## config.mk

```make
export PLATFORM = sky130hd
export DESIGN_NAME = hrsa_top
export DESIGN_NICKNAME = d
export VERILOG_FILES = /design/src/hrsa_pkg.sv /design/src/hrsa_stack_mem.sv /design/src/hrsa_axil_slave.sv /design/src/hrsa_top.sv
export SDC_FILE = /design/constraint.sdc
export NUM_CORES = 1
export LEC_CHECK = 0
export BUFFER_PORTS_ARGS = -buffer_cell sky130_fd_sc_hd__buf_2
export CAP_MARGIN = 5
export CORE_ASPECT_RATIO = 1.4
export CORE_MARGIN = 8
export CORE_UTILIZATION = 54
export CTS_BUF_LIST = sky130_fd_sc_hd__clkbuf_16
export CTS_CLUSTER_DIAMETER = 120
export DETAILED_ROUTE_END_ITERATION = 6
export PLACE_DENSITY = 0.75
export SETUP_SLACK_MARGIN = 0.05
export SLEW_MARGIN = 20
export SYNTH_ARGS = -nofsm -noshare
export SYNTH_HDL_FRONTEND = slang
export SYNTH_SLANG_ARGS = --single-unit
```

## constraint.sdc

```tcl
create_clock -name aclk -period 4 [get_ports aclk]
set_input_delay 1 -clock aclk [delete_from_list [all_inputs] [get_ports aclk]]
set_output_delay 1 -clock aclk [all_outputs]
set_load 0.03 [all_outputs]
```

## src/hrsa_pkg.sv

```systemverilog
// package for the hardware return stack block: offsets, layouts, resets
// assumes a 32-bit axi4-lite register bus and one cpu clock
package hrsa_pkg;

	localparam int unsigned PC_WIDTH = 15;
	localparam int unsigned PTR_WIDTH = 5;
	localparam int unsigned DEPTH = 16;

	// register byte addresses
	localparam logic [7:0] OFF_STACK_POINTER = 8'h00;
	localparam logic [7:0] OFF_TOS_LOW = 8'h04;
	localparam logic [7:0] OFF_TOS_HIGH = 8'h08;
	localparam logic [7:0] OFF_IRQ_STATUS = 8'h0c;
	localparam logic [7:0] OFF_IRQ_MASK = 8'h10;
	localparam logic [7:0] OFF_CONFIG = 8'h14;

	// field positions
	localparam int unsigned BIT_OVF = 0;
	localparam int unsigned BIT_UNF = 1;
	localparam int unsigned BIT_FAULT_RST_EN = 0;

	// reset values
	localparam logic [4:0] PTR_EMPTY = 5'h1f;
	localparam logic [1:0] MASK_RESET = 2'h0;
	localparam logic CFG_RESET = 1'b0;

	localparam logic [1:0] RESP_OKAY = 2'h0;
	localparam logic [1:0] RESP_SLVERR = 2'h2;

	typedef enum logic [1:0] {
		HRSA_OP_NONE,
		HRSA_OP_PUSH,
		HRSA_OP_POP
	} hrsa_op_t;

	// request from the cpu sequencer
	typedef struct packed {
		logic                   subr_jump;
		logic                   indirect_subroutine_jump_instr;
		logic                   irq_vector;
		logic                   subr_exit;
		logic                   exit_with_literal_instr;
		logic                   interrupt_exit_instr;
		logic [PC_WIDTH-1:0]    instruction_pointer;
	} hrsa_cpu_req_t;

	typedef struct packed {
		logic                   stack_overflow_flag;
		logic                   stack_underflow_flag;
		logic                   fault_reset;
	} hrsa_fault_t;

endpackage : hrsa_pkg

```

## src/hrsa_stack_mem.sv

```systemverilog
// sixteen-entry return address store with a combinational read port
// assumes one writer per cycle; byte writes come with a lane mask
module hrsa_stack_mem #(
	parameter int unsigned DEPTH = hrsa_pkg::DEPTH,
	parameter int unsigned WIDTH = hrsa_pkg::PC_WIDTH
) (
	// clock
	input  wire logic                     aclk,
	// write port
	input  wire logic                     wr_en,
	input  wire logic [$clog2(DEPTH)-1:0] wr_idx,
	input  wire logic [WIDTH-1:0]         wr_data,
	input  wire logic [WIDTH-1:0]         wr_mask,
	// read port
	input  wire logic [$clog2(DEPTH)-1:0] rd_idx,
	output logic      [WIDTH-1:0]         rd_data
);

	logic [WIDTH-1:0] entry [DEPTH];
	logic [WIDTH-1:0] next_entry;

	always_comb begin
		next_entry = (entry[wr_idx] & ~wr_mask) | (wr_data & wr_mask);
	end

	always_ff @(posedge aclk) begin
		if (wr_en) begin
			entry[wr_idx] <= next_entry;
		end
	end

	assign rd_data = entry[rd_idx];

endmodule // hrsa_stack_mem

```

## src/hrsa_axil_slave.sv

```systemverilog
// axi4-lite slave front end: one write and one read in flight
// assumes the core answers reads combinationally from rd_addr
module hrsa_axil_slave (
	// clock and reset
	input  wire logic        aclk,
	input  wire logic        aresetn,
	// axi4-lite
	input  wire logic [7:0]  s_axi_awaddr,
	input  wire logic        s_axi_awvalid,
	output logic             s_axi_awready,
	input  wire logic [31:0] s_axi_wdata,
	input  wire logic [3:0]  s_axi_wstrb,
	input  wire logic        s_axi_wvalid,
	output logic             s_axi_wready,
	output logic [1:0]       s_axi_bresp,
	output logic             s_axi_bvalid,
	input  wire logic        s_axi_bready,
	input  wire logic [7:0]  s_axi_araddr,
	input  wire logic        s_axi_arvalid,
	output logic             s_axi_arready,
	output logic [31:0]      s_axi_rdata,
	output logic [1:0]       s_axi_rresp,
	output logic             s_axi_rvalid,
	input  wire logic        s_axi_rready,
	// core side
	output logic             wr_stb,
	output logic [7:0]       wr_addr,
	output logic [31:0]      wr_data,
	output logic [3:0]       wr_strb,
	input  wire logic        wr_ok,
	output logic [7:0]       rd_addr,
	input  wire logic [31:0] rd_data,
	input  wire logic        rd_ok
);

	logic        aw_held, w_held;
	logic        next_aw_held, next_w_held, next_bvalid, next_rvalid, next_arready;
	logic [7:0]  next_awaddr;
	logic [31:0] next_wdata, next_rdata;
	logic [3:0]  next_wstrb;
	logic [1:0]  next_bresp, next_rresp;

	always_comb begin
		next_aw_held = aw_held;
		next_w_held = w_held;
		next_awaddr = wr_addr;
		next_wdata = wr_data;
		next_wstrb = wr_strb;
		next_bvalid = s_axi_bvalid;
		next_bresp = s_axi_bresp;
		if (s_axi_awvalid && s_axi_awready) begin
			next_aw_held = 1'b1;
			next_awaddr = s_axi_awaddr;
		end
		if (s_axi_wvalid && s_axi_wready) begin
			next_w_held = 1'b1;
			next_wdata = s_axi_wdata;
			next_wstrb = s_axi_wstrb;
		end
		if (wr_stb) begin
			next_aw_held = 1'b0;
			next_w_held = 1'b0;
			next_bvalid = 1'b1;
			next_bresp = wr_ok ? hrsa_pkg::RESP_OKAY : hrsa_pkg::RESP_SLVERR;
		end else if (s_axi_bvalid && s_axi_bready) begin
			next_bvalid = 1'b0;
		end
		next_rvalid = s_axi_rvalid;
		next_rdata = s_axi_rdata;
		next_rresp = s_axi_rresp;
		next_arready = s_axi_arready;
		if (s_axi_arvalid && s_axi_arready) begin
			next_arready = 1'b0;
			next_rvalid = 1'b1;
			next_rdata = rd_data;
			next_rresp = rd_ok ? hrsa_pkg::RESP_OKAY : hrsa_pkg::RESP_SLVERR;
		end else if (s_axi_rvalid && s_axi_rready) begin
			next_rvalid = 1'b0;
			next_arready = 1'b1;
		end
	end

	assign s_axi_awready = !aw_held && !s_axi_bvalid;
	assign s_axi_wready = !w_held && !s_axi_bvalid;
	assign wr_stb = aw_held && w_held && !s_axi_bvalid;
	assign rd_addr = s_axi_araddr;

	always_ff @(posedge aclk) begin
		if (!aresetn) begin
			aw_held <= 1'b0;
			w_held <= 1'b0;
			wr_addr <= 8'h00;
			wr_data <= 32'h0000_0000;
			wr_strb <= 4'h0;
			s_axi_bvalid <= 1'b0;
			s_axi_bresp <= 2'h0;
			s_axi_rvalid <= 1'b0;
			s_axi_rdata <= 32'h0000_0000;
			s_axi_rresp <= 2'h0;
			s_axi_arready <= 1'b1;
		end else begin
			aw_held <= next_aw_held;
			w_held <= next_w_held;
			wr_addr <= next_awaddr;
			wr_data <= next_wdata;
			wr_strb <= next_wstrb;
			s_axi_bvalid <= next_bvalid;
			s_axi_bresp <= next_bresp;
			s_axi_rvalid <= next_rvalid;
			s_axi_rdata <= next_rdata;
			s_axi_rresp <= next_rresp;
			s_axi_arready <= next_arready;
		end
	end

endmodule // hrsa_axil_slave

```

## src/hrsa_top.sv

```systemverilog
// hardware return-address stack with software access registers
// assumes the cpu sequencer raises at most one push or pop request a cycle
// and samples pop_value in the cycle that it raises a pop request

// What this block does
// - software reads stack pointer and top-of-stack pair, writes them only in cycles without push or pop
// - top-of-stack shown as low byte and seven-bit high byte
// - writing the pointer reselects the entry shown in the pair
// - pointer is five bits; top bit set marks the empty stack
// - direct call, indirect call and interrupt vectoring increment pointer
// - plain return, literal return and interrupt return decrement pointer
// - pointer always indexes the entry shown in the top-of-stack pair
// - push increments pointer, then stores the program counter there
// - pop reads the selected entry first, then decrements pointer
// - empty stack is pointer 0x1f; one push and one pop return there
// - sixteen entries, each fifteen bits, separate from other memories
// - with fault reset off, the stack wraps circularly on overflow
// - overflow and underflow flags set regardless of fault reset enable
module hrsa_top #(
	parameter int unsigned DEPTH = hrsa_pkg::DEPTH
) (
	// clock and reset
	input  wire logic                    aclk,
	input  wire logic                    aresetn,
	// axi4-lite register bus
	input  wire logic [7:0]              s_axi_awaddr,
	input  wire logic                    s_axi_awvalid,
	output logic                         s_axi_awready,
	input  wire logic [31:0]             s_axi_wdata,
	input  wire logic [3:0]              s_axi_wstrb,
	input  wire logic                    s_axi_wvalid,
	output logic                         s_axi_wready,
	output logic [1:0]                   s_axi_bresp,
	output logic                         s_axi_bvalid,
	input  wire logic                    s_axi_bready,
	input  wire logic [7:0]              s_axi_araddr,
	input  wire logic                    s_axi_arvalid,
	output logic                         s_axi_arready,
	output logic [31:0]                  s_axi_rdata,
	output logic [1:0]                   s_axi_rresp,
	output logic                         s_axi_rvalid,
	input  wire logic                    s_axi_rready,
	// cpu sequencer
	input  wire hrsa_pkg::hrsa_cpu_req_t cpu_req,
	output logic [hrsa_pkg::PC_WIDTH-1:0] pop_value,
	// status
	output hrsa_pkg::hrsa_fault_t         fault,
	output logic                         irq
);

	localparam int unsigned PCW = hrsa_pkg::PC_WIDTH;
	localparam int unsigned IW = $clog2(DEPTH);

	// ------------------------------------------------------------
	// bus front end
	// ------------------------------------------------------------
	logic        wr_stb, wr_ok, rd_ok;
	logic [7:0]  wr_addr, rd_addr;
	logic [31:0] wr_data, rd_data;
	logic [3:0]  wr_strb;

	hrsa_axil_slave u_bus (
		.aclk          (aclk),
		.aresetn       (aresetn),
		.s_axi_awaddr  (s_axi_awaddr),
		.s_axi_awvalid (s_axi_awvalid),
		.s_axi_awready (s_axi_awready),
		.s_axi_wdata   (s_axi_wdata),
		.s_axi_wstrb   (s_axi_wstrb),
		.s_axi_wvalid  (s_axi_wvalid),
		.s_axi_wready  (s_axi_wready),
		.s_axi_bresp   (s_axi_bresp),
		.s_axi_bvalid  (s_axi_bvalid),
		.s_axi_bready  (s_axi_bready),
		.s_axi_araddr  (s_axi_araddr),
		.s_axi_arvalid (s_axi_arvalid),
		.s_axi_arready (s_axi_arready),
		.s_axi_rdata   (s_axi_rdata),
		.s_axi_rresp   (s_axi_rresp),
		.s_axi_rvalid  (s_axi_rvalid),
		.s_axi_rready  (s_axi_rready),
		.wr_stb        (wr_stb),
		.wr_addr       (wr_addr),
		.wr_data       (wr_data),
		.wr_strb       (wr_strb),
		.wr_ok         (wr_ok),
		.rd_addr       (rd_addr),
		.rd_data       (rd_data),
		.rd_ok         (rd_ok)
	);

	function automatic logic known_addr(input logic [7:0] a);
		known_addr = (a == hrsa_pkg::OFF_STACK_POINTER) || (a == hrsa_pkg::OFF_TOS_LOW)
			|| (a == hrsa_pkg::OFF_TOS_HIGH) || (a == hrsa_pkg::OFF_IRQ_STATUS)
			|| (a == hrsa_pkg::OFF_IRQ_MASK) || (a == hrsa_pkg::OFF_CONFIG);
	endfunction

	assign wr_ok = known_addr(wr_addr);
	assign rd_ok = known_addr(rd_addr);

	// ------------------------------------------------------------
	// stack state
	// ------------------------------------------------------------
	logic [4:0]     stack_pointer, next_stack_pointer;
	logic [1:0]     irq_status, next_irq_status;
	logic [1:0]     irq_mask, next_irq_mask;
	logic           fault_reset_enable, next_fault_reset_enable;
	logic           next_fault_reset;
	hrsa_pkg::hrsa_op_t op;
	logic           mem_wr_en;
	logic [IW-1:0]  mem_wr_idx;
	logic [PCW-1:0] mem_wr_data, mem_wr_mask, stack_head_value;
	logic [1:0]     ev;

	// ------------------------------------------------------------
	// stack memory
	// ------------------------------------------------------------
	hrsa_stack_mem #(
		.DEPTH (DEPTH),
		.WIDTH (PCW)
	) u_mem (
		.aclk    (aclk),
		.wr_en   (mem_wr_en),
		.wr_idx  (mem_wr_idx),
		.wr_data (mem_wr_data),
		.wr_mask (mem_wr_mask),
		.rd_idx  (stack_pointer[IW-1:0]),
		.rd_data (stack_head_value)
	);

	// ------------------------------------------------------------
	// push, pop and software access
	// ------------------------------------------------------------
	always_comb begin
		logic [4:0] bumped;
		bumped = stack_pointer + 5'h01;
		op = hrsa_pkg::HRSA_OP_NONE;
		if (cpu_req.subr_jump || cpu_req.indirect_subroutine_jump_instr
				|| cpu_req.irq_vector) begin
			op = hrsa_pkg::HRSA_OP_PUSH;
		end else if (cpu_req.subr_exit || cpu_req.exit_with_literal_instr
				|| cpu_req.interrupt_exit_instr) begin
			op = hrsa_pkg::HRSA_OP_POP;
		end
		next_stack_pointer = stack_pointer;
		mem_wr_en = 1'b0;
		mem_wr_idx = stack_pointer[IW-1:0];
		mem_wr_data = '0;
		mem_wr_mask = '0;
		ev = 2'h0;
		unique case (op)
			hrsa_pkg::HRSA_OP_PUSH: begin
				// overflow: pointer already at the top entry
				ev[hrsa_pkg::BIT_OVF] = (stack_pointer == 5'h0f);
				// wrap to entry 0 from empty or top, keeping the stack circular
				next_stack_pointer = (stack_pointer[4] || stack_pointer == 5'h0f)
					? 5'h00 : bumped;
				mem_wr_en = 1'b1;
				mem_wr_idx = next_stack_pointer[IW-1:0];
				mem_wr_data = cpu_req.instruction_pointer;
				mem_wr_mask = '1;
			end
			hrsa_pkg::HRSA_OP_POP: begin
				ev[hrsa_pkg::BIT_UNF] = stack_pointer[4];
				next_stack_pointer = (stack_pointer == 5'h00) ? hrsa_pkg::PTR_EMPTY
					: (stack_pointer[4] ? stack_pointer : stack_pointer - 5'h01);
			end
			hrsa_pkg::HRSA_OP_NONE: begin
				if (wr_stb && wr_addr == hrsa_pkg::OFF_STACK_POINTER && wr_strb[0]) begin
					next_stack_pointer = wr_data[4:0];
				end
				if (wr_stb && wr_addr == hrsa_pkg::OFF_TOS_LOW && wr_strb[0]) begin
					mem_wr_en = 1'b1;
					mem_wr_data = {7'h00, wr_data[7:0]};
					mem_wr_mask = {7'h00, 8'hff};
				end
				if (wr_stb && wr_addr == hrsa_pkg::OFF_TOS_HIGH && wr_strb[0]) begin
					mem_wr_en = 1'b1;
					mem_wr_data = {wr_data[6:0], 8'h00};
					mem_wr_mask = {7'h7f, 8'h00};
				end
			end
		endcase
		// set beats clear on the sticky status bits
		next_irq_status = irq_status;
		if (wr_stb && wr_addr == hrsa_pkg::OFF_IRQ_STATUS && wr_strb[0]) begin
			next_irq_status = irq_status & ~wr_data[1:0];
		end
		next_irq_status = next_irq_status | ev;
		next_irq_mask = irq_mask;
		next_fault_reset_enable = fault_reset_enable;
		if (wr_stb && wr_addr == hrsa_pkg::OFF_IRQ_MASK && wr_strb[0]) begin
			next_irq_mask = wr_data[1:0];
		end
		if (wr_stb && wr_addr == hrsa_pkg::OFF_CONFIG && wr_strb[0]) begin
			next_fault_reset_enable = wr_data[hrsa_pkg::BIT_FAULT_RST_EN];
		end
		next_fault_reset = fault_reset_enable && (ev != 2'h0);
	end

	// read mux; a pop answers from the entry still selected
	always_comb begin
		rd_data = 32'h0000_0000;
		unique case (rd_addr)
			hrsa_pkg::OFF_STACK_POINTER: rd_data = {27'h0, stack_pointer};
			hrsa_pkg::OFF_TOS_LOW:       rd_data = {24'h0, stack_head_value[7:0]};
			hrsa_pkg::OFF_TOS_HIGH:      rd_data = {25'h0, stack_head_value[14:8]};
			hrsa_pkg::OFF_IRQ_STATUS:    rd_data = {30'h0, irq_status};
			hrsa_pkg::OFF_IRQ_MASK:      rd_data = {30'h0, irq_mask};
			hrsa_pkg::OFF_CONFIG:        rd_data = {31'h0, fault_reset_enable};
			default:                     rd_data = 32'h0000_0000;
		endcase
	end

	// pop value is combinational from the head: taken before the decrement
	assign pop_value = stack_head_value;

	always_ff @(posedge aclk) begin
		if (!aresetn) begin
			stack_pointer <= hrsa_pkg::PTR_EMPTY;
			irq_status <= 2'h0;
			irq_mask <= hrsa_pkg::MASK_RESET;
			fault_reset_enable <= hrsa_pkg::CFG_RESET;
			fault <= '0;
			irq <= 1'b0;
		end else begin
			stack_pointer <= next_stack_pointer;
			irq_status <= next_irq_status;
			irq_mask <= next_irq_mask;
			fault_reset_enable <= next_fault_reset_enable;
			fault.stack_overflow_flag <= next_irq_status[hrsa_pkg::BIT_OVF];
			fault.stack_underflow_flag <= next_irq_status[hrsa_pkg::BIT_UNF];
			fault.fault_reset <= next_fault_reset;
			irq <= |(next_irq_status & next_irq_mask);
		end
	end

endmodule // hrsa_top

```

==> flow_metrics.env <==
export IMPL_slew_headroom_pct=27.7
export IMPL_fin_setup_tns_ps=0
export IMPL_yosys_register_bits=288
export IMPL_die_area_sq_um=32800
export IMPL_cts_sinks=288
export IMPL_wl_mm=42.5
export IMPL_grt_setup_unrepaired="false"
export IMPL_cp_arrival_ps=2810
export IMPL_reg2reg_depth=11
export IMPL_yosysTopAreaCellShare_pct=49.0
export IMPL_numCtsBuffers=27
export IMPL_area_delta_synth_final_pct=15.1
export IMPL_r2r_start="stack_pointer[0]"
export IMPL_synth_cell_types=70
export IMPL_io_buffers=86
export IMPL_p_leak_nw=6.06
export IMPL_n_fill_cell=1992
export IMPL_slew_violations=0
export IMPL_period_needed_ps=3810
export IMPL_finalWorstSetupSlack_ps=186
export IMPL_cts_resized=0
export IMPL_hold_depth=2
export IMPL_ys_warn_count=0
export IMPL_place_gp_congestion=0.922
export IMPL_crit_fanout=17
export IMPL_initial_core_util_pct=54.8
export IMPL_hold_viol=0
export IMPL_hold_class="register to register"
export IMPL_place_ws_ps=-2.58
export IMPL_postSynthAreaPerCell_sq_um=12.8
export IMPL_timing_hold_ws_ps=463
export IMPL_dpl_hpwl_mm=29.6
export IMPL_clk_root_buffer_cell="clkbuf_16"
export IMPL_maxClockFrequency_mhz=262
export IMPL_power_density_nw_per_um2=459
export IMPL_ant_nets=0
export IMPL_path_class="register to output port"
export IMPL_dp_cells=1607
export IMPL_cts_hold_buf=0
export IMPL_status="finished clean"
export IMPL_cts_tree="built"
export IMPL_grt_pass1_wl_mm=63.9
export IMPL_cts_buffer_depth=3
export IMPL_yosysMostFrequentCell="edfxtp_1"
export IMPL_antenna_found_initial=0
export IMPL_skew_ps=18.8
export IMPL_synth_largest_area_cell="edfxtp_1"
export IMPL_drtPass1Iterations=6
export IMPL_grt_max_degree=52
export IMPL_synthFlopType="edfxtp_1"
export IMPL_vias_per_cell=6.76
export IMPL_ir_worst_vdd_mv=0.297
export IMPL_worst_pin_slew_ps=1090
export IMPL_ios=140
export IMPL_finalSetupViolCount=0
export IMPL_dieHeight_um=211
export IMPL_synthTopCellsByArea="edfxtp_1 49%, mux4_2 12%, dfxtp_1 6.5%"
export IMPL_core_area_sq_um=26800
export IMPL_clkTransAtPathRegs_ps=60
export IMPL_async_reset_ff_share_pct=0
export IMPL_drt_initial_drc_count=1266
export IMPL_grt_usage_pct=25.2
export IMPL_period_share_pct=95.4
export IMPL_synth_seq_area_share_pct=55.5
export IMPL_vias=11200
export IMPL_grt_pass1_vias=11000
export IMPL_synth_commonest_cells="240 x edfxtp_1, 125 x nand2_1, 76 x mux4_2"
export IMPL_synth_cells=1146
export IMPL_instances_no_fill=1657
export IMPL_drc=0
export IMPL_syn_cell_area_sq_um=14700
export IMPL_std_cell_rows=71
export IMPL_worstSkewPairLatency_ps=560
export IMPL_layout_nets=1357
export IMPL_synth_edf_count=240
export IMPL_layout_drive_gt1_share_pct=27.2
export IMPL_worstPathRequired_ps=3000
export IMPL_grt_ovfl_total=0
export IMPL_wl_per_cell_um=25.6
export IMPL_n_antenna_cell=0
export IMPL_crit_path_end_kind="output port"
export IMPL_worstSetupStartpointType="register"
export IMPL_maxCapViolCount=0
export IMPL_die_w_um=155
export IMPL_hp_start="u_bus.s_axi_rdata[7]"
export IMPL_h_tree_depth=1
==> kinds of logic after synthesis <==
group	synth area share, %
adders and majority gates	0.425
other	0.0255
AOI/OAI and AO/OA	14.2
and+or+nand+nor	10.2
muxes	15.0
buffers and inverters	4.59
DFF	55.5
==> state kept, by name (all words and copies together) (netlist names), named ones only <==
name,flops
fault,2
fault_reset_enable,1
irq,1
irq_mask,2
irq_status,1
stack_pointer,5
u_bus.aw_held,1
u_bus.s_axi_arready,1
u_bus.s_axi_bresp,1
u_bus.s_axi_bvalid,1
u_bus.s_axi_rdata,8
u_bus.s_axi_rresp,1
u_bus.s_axi_rvalid,1
u_bus.w_held,1
u_bus.wr_addr,8
u_bus.wr_data,8
u_bus.wr_strb,1
u_mem.entry,240
==> cell usage in the layout (no fill, tap or decap), types with 9 or more instances in the layout <==
| cell type | count |
|---|---|
| a31oi_1 | 16 |
| a311oi_1 | 30 |
| o21ai_0 | 22 |
| conb_1 | 26 |
| a211oi_1 | 44 |
| dfxtp_1 | 45 |
| buf_2 | 86 |
| inv_1 | 24 |
| buf_4 | 99 |
| buf_12 | 9 |
| nor2b_1 | 13 |
| a211o_1 | 9 |
| clkbuf_16 | 29 |
| nand3_1 | 12 |
| nor3_1 | 14 |
| or3b_2 | 10 |
| nor2_1 | 49 |
| nand2_1 | 124 |
| mux2i_1 | 44 |
| and3_1 | 31 |
| o211ai_1 | 30 |
| mux4_2 | 76 |
| a221oi_1 | 10 |
| o311a_1 | 17 |
| a21oi_1 | 47 |
| edfxtp_1 | 240 |
| a22oi_1 | 12 |
==> worst paths after layout <==
| check | end | slack (ps) |
|---|---|---|
| min | u_bus.s_axi_rdata[7] | 460 |
| min reg2reg | u_bus.s_axi_rdata[7] | 460 |
| max reg2reg | u_mem.entry[0][0] | 270 |
| max | pop_value[1] | 190 |
==> critical path: stages (launching register included) <==
cell and delay, ps:
dfxtp_2 700, buf_4 380, mux4_2 340, a211oi_1 370, a21oi_1 180, buf_2 270
==> power breakdown <==
part	switching [W]	total, W	internal [W]
Sequential	0.000124	0.00357	0.00344
Combinational	0.00103	0.00172	0.000685
Clock	0.00111	0.00249	0.00137
==> metal layers <==
| metal | wire length (um) | GRT usage (%) | vias up |
|---|---|---|---|
| li1 | - | - | 4782 |
| met1 | 15100 | 29.9 | 5526 |
| met2 | 21300 | 43.5 | 752 |
| met3 | 4050 | 4.59 | 146 |
| met4 | 2070 | 12.4 | 0 |
| met5 | 0 | 0 | - |
==> area by class of cell <==
type                       instances  area [sq um]  area share [%]
sequential                       288          8170            48.3
clock inverter                    20           124           0.732
clock buffer                      29           726            4.29
multi-input combinational        741          5990            35.4
inverter                          19          71.3           0.422
timing repair buffer             195          1380            8.16
tap                              365           457            2.70
==> repair_timing <==
action / CTS / global route
buffers inserted: 0 / 1
endpoints found under the hold margin: 0 / 0
endpoints found under the setup margin: 0 / 4
==> through the flow <==
stage | utilization [%] | cell area [sq um] | total power, W
2_1_floorplan | - | 14800 | 0.00470
3_3_place_gp | 59.8 | 16000 | 0.00525
3_5_place_dp | 59.8 | 16000 | 0.00530
4_1_cts | 62.9 | 16900 | 0.00777
5_1_grt | 63.1 | 16900 | 0.00802
6_report | 63.1 | 16900 | 0.00777
Power figures use the tool's default switching activity.
